### src/mqr_cfg.svh
`ifndef MQR_CFG_SVH
`define MQR_CFG_SVH

// apb register offsets (byte addresses)
`define MQR_OFS_CTRL 8'h00
`define MQR_OFS_STATUS 8'h04
`define MQR_OFS_WCOUNT 8'h08

// ctrl fields
`define MQR_CTRL_DIRECT_BIT 0
`define MQR_CTRL_RDEN_BIT 1
`define MQR_CTRL_RST_VAL 32'h0000_0003

// status fields
`define MQR_ST_SELQ_LSB 0
`define MQR_ST_RDQ_LSB 8
`define MQR_ST_OVN_BIT 16
`define MQR_ST_ACT_BIT 17
`define MQR_ST_LVL_LSB 20

// read address bus layout
`define MQR_ADDR_W 8
`define MQR_QSEL_W 5
`define MQR_DEVID_W 3
`define MQR_QUAD_W 2

// data and buffer
`define MQR_DATA_W 18
`define MQR_FIFO_DEPTH 8
`define MQR_NQUEUE 32
`define MQR_FLAG_W 8

// cycles from selection until the new queue feeds reads
`define MQR_SWITCH_CYC 2

`endif

### src/mqr_pkg.sv
package mqr_pkg;

    typedef enum logic [1:0] {
        SEL_IDLE = 2'b01,
        SEL_HOLD = 2'b10
    } mqr_sel_t;

    typedef logic [4:0] mqr_qidx_t;

endpackage : mqr_pkg

### src/mqr_sync.sv
`timescale 1ns/1ns
`default_nettype none

module mqr_sync #(
    parameter int WIDTH = 1
) (
    input wire logic i_clk_sys,
    input wire logic i_rstn,
    input wire logic [WIDTH-1:0] i_async,
    output logic [WIDTH-1:0] o_sync
);

    logic [WIDTH-1:0] meta_ff;
    logic [WIDTH-1:0] sync_ff;

    // first stage feeds only the second
    always_ff @(posedge i_clk_sys) begin
        if (!i_rstn) begin
            meta_ff <= '0;
            sync_ff <= '0;
        end else begin
            meta_ff <= i_async;
            sync_ff <= meta_ff;
        end
    end

    assign o_sync = sync_ff;

endmodule : mqr_sync

`default_nettype wire

### src/mqr_fifo.sv
`timescale 1ns/1ns
`default_nettype none

module mqr_fifo #(
    parameter int WIDTH = 18,
    parameter int DEPTH = 8
) (
    input wire logic i_clk_sys,
    input wire logic i_rstn,
    input wire logic i_in_valid,
    output logic o_in_ready,
    input wire logic [WIDTH-1:0] i_in_data,
    output logic o_out_valid,
    input wire logic i_out_ready,
    output logic [WIDTH-1:0] o_out_data,
    output logic [$clog2(DEPTH):0] o_level
);

    localparam int AW = $clog2(DEPTH);

    logic [WIDTH-1:0] mem_ff [DEPTH];
    logic [AW-1:0] wr_ptr_ff;
    logic [AW-1:0] rd_ptr_ff;
    logic [AW:0] cnt_ff;
    logic push;
    logic pop;

    assign o_in_ready = (cnt_ff < (AW+1)'(DEPTH));
    assign o_out_valid = (cnt_ff != '0);
    assign o_out_data = mem_ff[rd_ptr_ff];
    assign o_level = cnt_ff;
    assign push = i_in_valid && o_in_ready;
    assign pop = o_out_valid && i_out_ready;

    function automatic logic [AW-1:0] ptr_inc(input logic [AW-1:0] p);
        ptr_inc = (p == AW'(DEPTH - 1)) ? '0 : p + 1'b1;
    endfunction : ptr_inc

    always_ff @(posedge i_clk_sys) begin
        if (push) begin
            mem_ff[wr_ptr_ff] <= i_in_data;
        end
    end

    // full and empty come from one counter, so they cannot disagree
    always_ff @(posedge i_clk_sys) begin
        if (!i_rstn) begin
            wr_ptr_ff <= '0;
            rd_ptr_ff <= '0;
            cnt_ff <= '0;
        end else begin
            if (push) wr_ptr_ff <= ptr_inc(wr_ptr_ff);
            if (pop) rd_ptr_ff <= ptr_inc(rd_ptr_ff);
            cnt_ff <= cnt_ff + (AW+1)'(push) - (AW+1)'(pop);
        end
    end

endmodule : mqr_fifo

`default_nettype wire

### src/mqr_read_port.sv
`timescale 1ns/1ns
`default_nettype none
`include "mqr_cfg.svh"

module mqr_read_port
    import mqr_pkg::*;
#(
    parameter int DATA_W = `MQR_DATA_W,
    parameter int FIFO_DEPTH = `MQR_FIFO_DEPTH
) (
    input wire logic i_clk_sys,
    input wire logic i_rstn,
    // controller pins
    input wire logic i_rd_addr_en,
    input wire logic [`MQR_ADDR_W-1:0] i_rd_queue_addr,
    input wire logic i_rd_en_n,
    input wire logic i_out_en_n,
    input wire logic i_almost_empty_strobe,
    input wire logic i_dev_select_bit0,
    input wire logic i_dev_select_bit1,
    input wire logic i_dev_select_bit2,
    output logic [DATA_W-1:0] o_rd_data,
    output logic o_rd_data_oe,
    output logic o_out_valid_n,
    output logic [`MQR_FLAG_W-1:0] o_almost_empty_flag_n,
    output logic o_almost_empty_flag_oe,
    // queue memory side, same clock
    input wire logic [`MQR_NQUEUE-1:0] i_queue_empty,
    input wire logic [`MQR_NQUEUE-1:0] i_queue_almost_empty,
    output logic o_mem_rd_req,
    output logic [`MQR_QSEL_W-1:0] o_mem_rd_queue,
    input wire logic i_mem_rd_valid,
    input wire logic [DATA_W-1:0] i_mem_rd_data,
    // apb slave
    input wire logic i_psel,
    input wire logic i_penable,
    input wire logic i_pwrite,
    input wire logic [7:0] i_paddr,
    input wire logic [31:0] i_pwdata,
    output logic [31:0] o_prdata,
    output logic o_pready,
    output logic o_pslverr
);

    localparam int LW = $clog2(FIFO_DEPTH) + 1;
    localparam int SW = 1 + `MQR_ADDR_W + 3 + `MQR_DEVID_W;

    ////////////////////////////////////////////////////////////////////////
    // pin synchronisers

    logic [SW-1:0] pin_async;
    logic [SW-1:0] pin_sync;
    logic s_addr_en;
    logic [`MQR_ADDR_W-1:0] s_addr;
    logic s_ren_n;
    logic s_oe_n;
    logic s_strobe;
    logic [`MQR_DEVID_W-1:0] s_id;

    assign pin_async = {i_rd_addr_en, i_rd_queue_addr, i_rd_en_n, i_out_en_n, i_almost_empty_strobe,
                        i_dev_select_bit2, i_dev_select_bit1, i_dev_select_bit0};
    assign {s_addr_en, s_addr, s_ren_n, s_oe_n, s_strobe, s_id} = pin_sync;

    mqr_sync #(.WIDTH(SW)) u_sync (
        .i_clk_sys(i_clk_sys),
        .i_rstn(i_rstn),
        .i_async(pin_async),
        .o_sync(pin_sync)
    );

    ////////////////////////////////////////////////////////////////////////
    // apb register file

    logic [31:0] ctrl_ff;
    logic [31:0] wcount_ff;
    logic [31:0] prdata_ff;
    logic pready_ff;
    logic pslverr_ff;
    logic apb_setup;
    logic apb_wr;
    logic hit_ctrl;
    logic hit_status;
    logic hit_wcount;
    logic hit_any;
    logic [31:0] status_w;
    logic [31:0] rd_mux;
    logic direct_mode;
    logic sw_rd_en;

    assign apb_setup = i_psel && !i_penable;
    assign apb_wr = i_psel && i_penable && pready_ff && i_pwrite;
    assign hit_ctrl = (i_paddr == `MQR_OFS_CTRL);
    assign hit_status = (i_paddr == `MQR_OFS_STATUS);
    assign hit_wcount = (i_paddr == `MQR_OFS_WCOUNT);
    assign hit_any = hit_ctrl || hit_status || hit_wcount;
    assign direct_mode = ctrl_ff[`MQR_CTRL_DIRECT_BIT];
    assign sw_rd_en = ctrl_ff[`MQR_CTRL_RDEN_BIT];
    assign rd_mux = hit_ctrl ? ctrl_ff : hit_status ? status_w : hit_wcount ? wcount_ff : 32'h0000_0000;

    // answer ready in the first access cycle; no wait states
    always_ff @(posedge i_clk_sys) begin
        if (!i_rstn) begin
            pready_ff <= 1'b0;
            pslverr_ff <= 1'b0;
            prdata_ff <= 32'h0000_0000;
        end else begin
            pready_ff <= apb_setup;
            pslverr_ff <= apb_setup && !hit_any;
            if (apb_setup) prdata_ff <= rd_mux;
        end
    end

    always_ff @(posedge i_clk_sys) begin
        if (!i_rstn) begin
            ctrl_ff <= `MQR_CTRL_RST_VAL;
        end else if (apb_wr && hit_ctrl) begin
            ctrl_ff <= {30'h0000_0000, i_pwdata[1:0]};
        end
    end

    ////////////////////////////////////////////////////////////////////////
    // queue selection

    mqr_sel_t sel_st_ff;
    mqr_sel_t nxt_sel_st;
    mqr_qidx_t sel_q_ff;
    mqr_qidx_t rd_q_ff;
    logic sel_act_ff;
    logic rd_act_ff;
    logic id_match;
    logic sel_edge;

    assign id_match = (s_addr[`MQR_ADDR_W-1 -: `MQR_DEVID_W] == s_id);
    // a second choice inside the hold window is dropped
    assign sel_edge = s_addr_en && (sel_st_ff == SEL_IDLE);

    always_comb begin
        nxt_sel_st = sel_st_ff;
        unique case (sel_st_ff)
            SEL_IDLE: begin
                if (sel_edge) nxt_sel_st = SEL_HOLD;
            end
            SEL_HOLD: begin
                nxt_sel_st = SEL_IDLE;
            end
            default: begin
                nxt_sel_st = SEL_IDLE;
            end
        endcase
    end

    always_ff @(posedge i_clk_sys) begin
        if (!i_rstn) begin
            sel_st_ff <= SEL_IDLE;
            sel_q_ff <= 5'h00;
            sel_act_ff <= 1'b0;
            rd_q_ff <= 5'h00;
            rd_act_ff <= 1'b0;
        end else begin
            sel_st_ff <= nxt_sel_st;
            if (sel_edge) begin
                sel_q_ff <= s_addr[`MQR_QSEL_W-1:0];
                sel_act_ff <= id_match;
            end
            // old queue keeps feeding reads for the choosing edge and the next
            if (sel_st_ff == SEL_HOLD) begin
                rd_q_ff <= sel_q_ff;
                rd_act_ff <= sel_act_ff;
            end
        end
    end

    ////////////////////////////////////////////////////////////////////////
    // read issue towards queue memory

    logic mem_req_ff;
    logic [`MQR_QSEL_W-1:0] mem_q_ff;
    logic [LW-1:0] fifo_level;
    logic [LW:0] pending;
    logic room;
    logic rd_fire;

    // words in flight are counted so the buffer can never overflow
    assign pending = (LW+1)'(fifo_level) + (LW+1)'(mem_req_ff) + (LW+1)'(i_mem_rd_valid);
    assign room = (pending < (LW+1)'(FIFO_DEPTH));
    // an empty queue gives no reads, old queue reads keep going meanwhile
    assign rd_fire = !s_ren_n && sw_rd_en && rd_act_ff && !i_queue_empty[rd_q_ff] && room;

    always_ff @(posedge i_clk_sys) begin
        if (!i_rstn) begin
            mem_req_ff <= 1'b0;
            mem_q_ff <= 5'h00;
        end else begin
            mem_req_ff <= rd_fire;
            mem_q_ff <= rd_q_ff;
        end
    end

    ////////////////////////////////////////////////////////////////////////
    // two-stage pipe: buffer then output register

    logic fifo_out_valid;
    logic [DATA_W-1:0] fifo_out_data;
    logic out_take;
    logic [DATA_W-1:0] rd_data_ff;
    logic ovn_ff;
    logic oe_ff;
    logic load_out;

    // output register takes a word when free or when the reader consumes it
    assign out_take = ovn_ff || !s_ren_n;
    assign load_out = out_take && fifo_out_valid;

    mqr_fifo #(.WIDTH(DATA_W), .DEPTH(FIFO_DEPTH)) u_fifo (
        .i_clk_sys(i_clk_sys),
        .i_rstn(i_rstn),
        .i_in_valid(i_mem_rd_valid),
        .o_in_ready(),
        .i_in_data(i_mem_rd_data),
        .o_out_valid(fifo_out_valid),
        .i_out_ready(out_take),
        .o_out_data(fifo_out_data),
        .o_level(fifo_level)
    );

    always_ff @(posedge i_clk_sys) begin
        if (!i_rstn) begin
            rd_data_ff <= '0;
            ovn_ff <= 1'b1;
            oe_ff <= 1'b0;
            wcount_ff <= 32'h0000_0000;
        end else begin
            // old word kept when nothing follows, flagged stale
            if (load_out) rd_data_ff <= fifo_out_data;
            if (out_take) ovn_ff <= !fifo_out_valid;
            oe_ff <= !s_oe_n && rd_act_ff;
            if (load_out) wcount_ff <= wcount_ff + 32'h0000_0001;
        end
    end

    ////////////////////////////////////////////////////////////////////////
    // almost-empty flag bus

    logic [`MQR_QUAD_W-1:0] quad_ff;
    logic flag_oe_ff;
    logic [`MQR_FLAG_W-1:0] flag_n_ff;
    logic quad_strobe;

    function automatic logic [`MQR_FLAG_W-1:0] quad_slice(input logic [`MQR_NQUEUE-1:0] v,
                                                          input logic [`MQR_QUAD_W-1:0] q);
        quad_slice = v[q*`MQR_FLAG_W +: `MQR_FLAG_W];
    endfunction : quad_slice

    assign quad_strobe = direct_mode && s_strobe;

    // polled mode walks the quadrants itself, one per cycle
    always_ff @(posedge i_clk_sys) begin
        if (!i_rstn) begin
            quad_ff <= 2'h0;
            flag_oe_ff <= 1'b0;
            flag_n_ff <= 8'hff;
        end else begin
            if (quad_strobe) begin
                quad_ff <= s_addr[`MQR_QUAD_W-1:0];
                flag_oe_ff <= id_match;
            end else if (!direct_mode) begin
                quad_ff <= quad_ff + 2'h1;
                flag_oe_ff <= 1'b1;
            end
            flag_n_ff <= ~quad_slice(i_queue_almost_empty, quad_ff);
        end
    end

    ////////////////////////////////////////////////////////////////////////
    // status and outputs

    assign status_w = {8'h00, 4'(fifo_level), 2'h0,
                       rd_act_ff, ovn_ff, 3'h0, rd_q_ff, 3'h0, sel_q_ff};

    assign o_rd_data = rd_data_ff;
    assign o_rd_data_oe = oe_ff;
    assign o_out_valid_n = ovn_ff;
    assign o_almost_empty_flag_n = flag_n_ff;
    assign o_almost_empty_flag_oe = flag_oe_ff;
    assign o_mem_rd_req = mem_req_ff;
    assign o_mem_rd_queue = mem_q_ff;
    assign o_prdata = prdata_ff;
    assign o_pready = pready_ff;
    assign o_pslverr = pslverr_ff;

endmodule : mqr_read_port

`default_nettype wire

### config.mk
export PLATFORM = sky130hd
export DESIGN_NAME = mqr_read_port
export DESIGN_NICKNAME = d
export VERILOG_FILES = /design/src/mqr_pkg.sv /design/src/mqr_sync.sv /design/src/mqr_fifo.sv /design/src/mqr_read_port.sv
export VERILOG_INCLUDE_DIRS = /design/src
export SDC_FILE = /design/constraint.sdc
export NUM_CORES = 1
export LEC_CHECK = 0
export BUFFER_PORTS_ARGS = -buffer_cell sky130_fd_sc_hd__buf_2
export CAP_MARGIN = 30
export CORE_UTILIZATION = 60
export DETAILED_ROUTE_END_ITERATION = 6
export PLACE_DENSITY = 0.88
export SLEW_MARGIN = 10
export SYNTH_ARGS = -nofsm -noshare
export SYNTH_HDL_FRONTEND = slang
export SYNTH_SLANG_ARGS = --single-unit
### constraint.sdc
create_clock -name i_clk_sys -period 6.68 [get_ports i_clk_sys]
set_input_delay 1.336 -clock i_clk_sys [delete_from_list [all_inputs] [get_ports i_clk_sys]]
set_output_delay 1.336 -clock i_clk_sys [all_outputs]
set_load 0.02 [all_outputs]
==> impl_metrics.py <==
metrics = {
    "clocking": {
        "hold_buffers": 0,
        "clock_sinks": 303,
        "cts_tree": "done",
        "clk_root_buffer_cell": "sky130_fd_sc_hd__clkbuf_16",
        "post_cts_resized": 0,
        "post-cts-setup-buffer-count": 0,
        "worst_skew_pair.late_latency_ns": 0.54,
        "clk_transition_reported_paths_ns": 0.06,
        "htreeDepth": 1,
        "cts-root-to-sink-buffers": 3,
        "cts_inserted_buffers": 29,
    },
    "yosys": {
        "mux_share_of_post_synthesis_cell_area": 0.1269,
        "top_flip_flop_cell_by_instance_count_after_synthesis": "sky130_fd_sc_hd__dfxtp_1",
        "synthesis.area_per_instance_um2": 13.43,
        "synth.top_cell.area_share": 0.3668,
        "count_of_warnings_emitted_by_yosys": 0,
        "yosys.area_share.adder": 0.01549,
        "post_synthesis_cells": 878,
        "synth_cell_type_count": 51,
        "synthSimpleGateAreaFrac": 0.1169,
        "netlist_top_cells_area": "sky130_fd_sc_hd__edfxtp_1, sky130_fd_sc_hd__dfxtp_1, sky130_fd_sc_hd__mux4_2, sky130_fd_sc_hd__mux2i_1, sky130_fd_sc_hd__nor2_1",
        "synthArstFlopShare": 0,
        "net_count_of_the_mapped_netlist": 1035,
        "postSynthRegisterBits": 303,
        "synthDominantAreaCellType": "sky130_fd_sc_hd__edfxtp_1",
        "synth_compound_area_frac": 0.05922,
        "post_synth_instance_area_um2": 11790,
        "synth-edff-count": 144,
        "synth_top_family_by_area": "multiplexers",
        "post_synth_xor_area_fraction": 0.02080,
        "seq_area_frac_synth": 0.6367,
    },
    "critical_path": {
        "worstPathArrival_ns": 3.18,
        "cp-start-kind": "input pin",
        "biggest_cell_delay_along_the_critical_path_ns": 0.64,
        "cell_occurring_most_often_along_the_worst_timing_path": "sky130_fd_sc_hd__nand2_1",
        "category_of_the_most_critical_setup_path": "input pin to flop",
        "worst_ep_required_time_ns": 6.92,
        "critPathMaxFanout": 11,
        "critical-path-slowest-cell": "sky130_fd_sc_hd__nor2_1",
        "endpoint_kind": "flop",
        "worstPathCellList": "buf_2, nand2_1, inv_1, nand2_1, nor2_1, buf_4",
    },
    "global_routing": {
        "global_route.usage.total": 0.2560,
        "grt_first_pass_wirelength_um": 39680,
        "grt_start_max_net_pins": 60,
        "grt_remaining_overflow": 0,
        "antenna_found_initial": 1,
        "grt_pass1_vias": 7817,
    },
    "timing": {
        "fmaxAchievable_ghz": 0.3393,
        "grt_setup_unrepaired": "no",
        "timing.final.hold_violations": 0,
        "worstMarginPinSlew_ns": 0.9028,
        "timing.final.crit_period_ns": 2.947,
        "final_setup_viols": 0,
        "timing_max_transition_violations_final": 0,
        "final.setup_skew_ns": 0.005341,
        "min_period_over_period": 0.4412,
        "worst_slew_margin_rel": 0.3969,
        "setup_ws_ns": 3.733,
        "timing.setup.tns_ns": 0,
    },
    "die": {
        "num_io_pins": 212,
        "chipWidth_um": 142.2,
        "core.rowCount": 50,
        "die_area_um2": 20220,
        "die_y_um": 142.2,
        "core-area_um2": 18960,
        "starting_density_of_the_core": 0.6220,
    },
    "routing": {
        "post-route-drc-count": 0,
        "drtIter0Drc": 539,
        "routed_wirelength_um": 25160,
        "routed-via-count": 7807,
        "drt.antenna.violating_nets": 0,
        "routedWlPerCell_um": 18.78,
        "dr.pass1.iters": 5,
        "post_drt_via_cell_ratio": 5.826,
    },
    "placed_design": {
        "placed_area_um2": 13000,
        "gp_routability_congestion": 0.8622,
        "place.port_buffers": 181,
        "hpwlAfterDp_um": 16380,
        "dpl_worst_slack_ns": 3.161,
    },
    "final_layout": {
        "final_layout_size_suffix_gt1_frac": 0.2898,
        "fillers": 1208,
        "number_of_nets_in_the_finished_design": 1214,
        "syn2layout_area_growth_pct": 19.28,
        "final_cell_mix": "sky130_fd_sc_hd__buf_2, sky130_fd_sc_hd__dfxtp_1, sky130_fd_sc_hd__edfxtp_1",
        "antenna_cell_count": 0,
        "layout.cell_area.non_filler_um2": 14060,
        "mostFrequentLayoutCell": "sky130_fd_sc_hd__buf_2",
    },
    "power_and_ir_drop": {
        "vdd.ir_drop.worst_mv": 0.3922,
        "pwr_density_cell_nw_per_um2": 346.7,
        "leakage_nw": 5.272,
    },
    "hold_path": {
        "min-delay-path-class": "flop to flop",
    },
    "status": {
        "status": "finished clean",
    },
    "job": {
        "cap_viol_max_count": 0,
    },
}
-- cell usage after synthesis (all sizes together) (12+ instances only) --
master / count
edfxtp: 144
buf: 13
nand3: 16
o21ai: 18
mux2i: 37
nor2: 81
inv: 12
nor3: 18
a21oi: 26
nand2: 66
and2: 38
ha: 13
mux4: 50
xnor2: 16
nand4: 12
xor2: 12
clkbuf: 37
a211oi: 18
a22oi: 30
dfxtp: 159
-- power breakdown --
part	switching, mW	total [mW]	internal (mW)	leakage (nW)
sequential	0.0771	2.16	2.09	2.60
combinational	0.546	0.976	0.429	2.16
clock	0.665	1.74	1.07	0.514
-- metal layers --
| layer | share of wire | up-vias | wire, um | track usage |
|---|---|---|---|---|
| li1 | - | 3617 | - | - |
| met1 | 0.38 | 3815 | 9643 | 0.2970 |
| met2 | 0.52 | 305 | 13050 | 0.4688 |
| met3 | 0.061 | 70 | 1526 | 0.04542 |
| met4 | 0.037 | 0 | 943 | 0.1019 |
| met5 | 0 | - | 0 | 0 |
-- metrics by stage --
stage	total power, mW	std cells	util	hold slack, ns
2_1_floorplan	2.891	878	-	0.3681
3_3_place_gp	3.122	1279	0.6814	0.3759
3_5_place_dp	3.170	1283	0.6859	0.3762
4_1_cts	4.914	1337	0.7403	0.3846
5_1_grt	5.076	1340	0.7419	0.3908
6_report	4.876	1340	0.7419	0.3831
-- flip-flops by register name, indices dropped and copies added (netlist names), 8 cells and up --
register,flops
u_fifo.mem_ff,144
o_prdata,32
wcount_ff,32
o_rd_data,18
u_sync.meta_ff,15
u_sync.o_sync,15
o_almost_empty_flag_n,8
-- worst max-delay path: cells and delay by family --
family        cells  cell delay [ns]
buf+inv           3             0.71
simple gates      3             1.12
-- final cells by class --
cell class,instances,area (um^2),area share
tap,260,325.3,0.02313
multi-input combinational,512,4053,0.2882
timing repair buffer,198,1096,0.07794
inverter,13,48.80,0.003470
sequential,303,7508,0.5339
clock inverter,15,229.0,0.01628
clock buffer,39,803.3,0.05712
-- logic make-up after synthesis --
logic type,after synthesis
simple gates,276
buf+inv,63
flops,303
fa+ha+maj,14
mux,87
compound gates,107
xor+xnor,28
-- path summary, 6_finish.rpt --
| kind | start | end | slack, ns | depth (start not counted) |
|---|---|---|---|---|
| worst max-delay path | i_mem_rd_valid | u_fifo.mem_ff[5][9] | 3.73 | 6 |
| worst min-delay path | u_sync.o_sync[4] | o_rd_data_oe | 0.38 | 1 |
| worst max register to register | u_fifo.o_level[2] | u_fifo.o_level[2] | 3.93 | 11 |
| worst min register to register | u_sync.o_sync[4] | o_rd_data_oe | 0.38 | 1 |
Note: power is estimated with default switching activity, not from simulation.
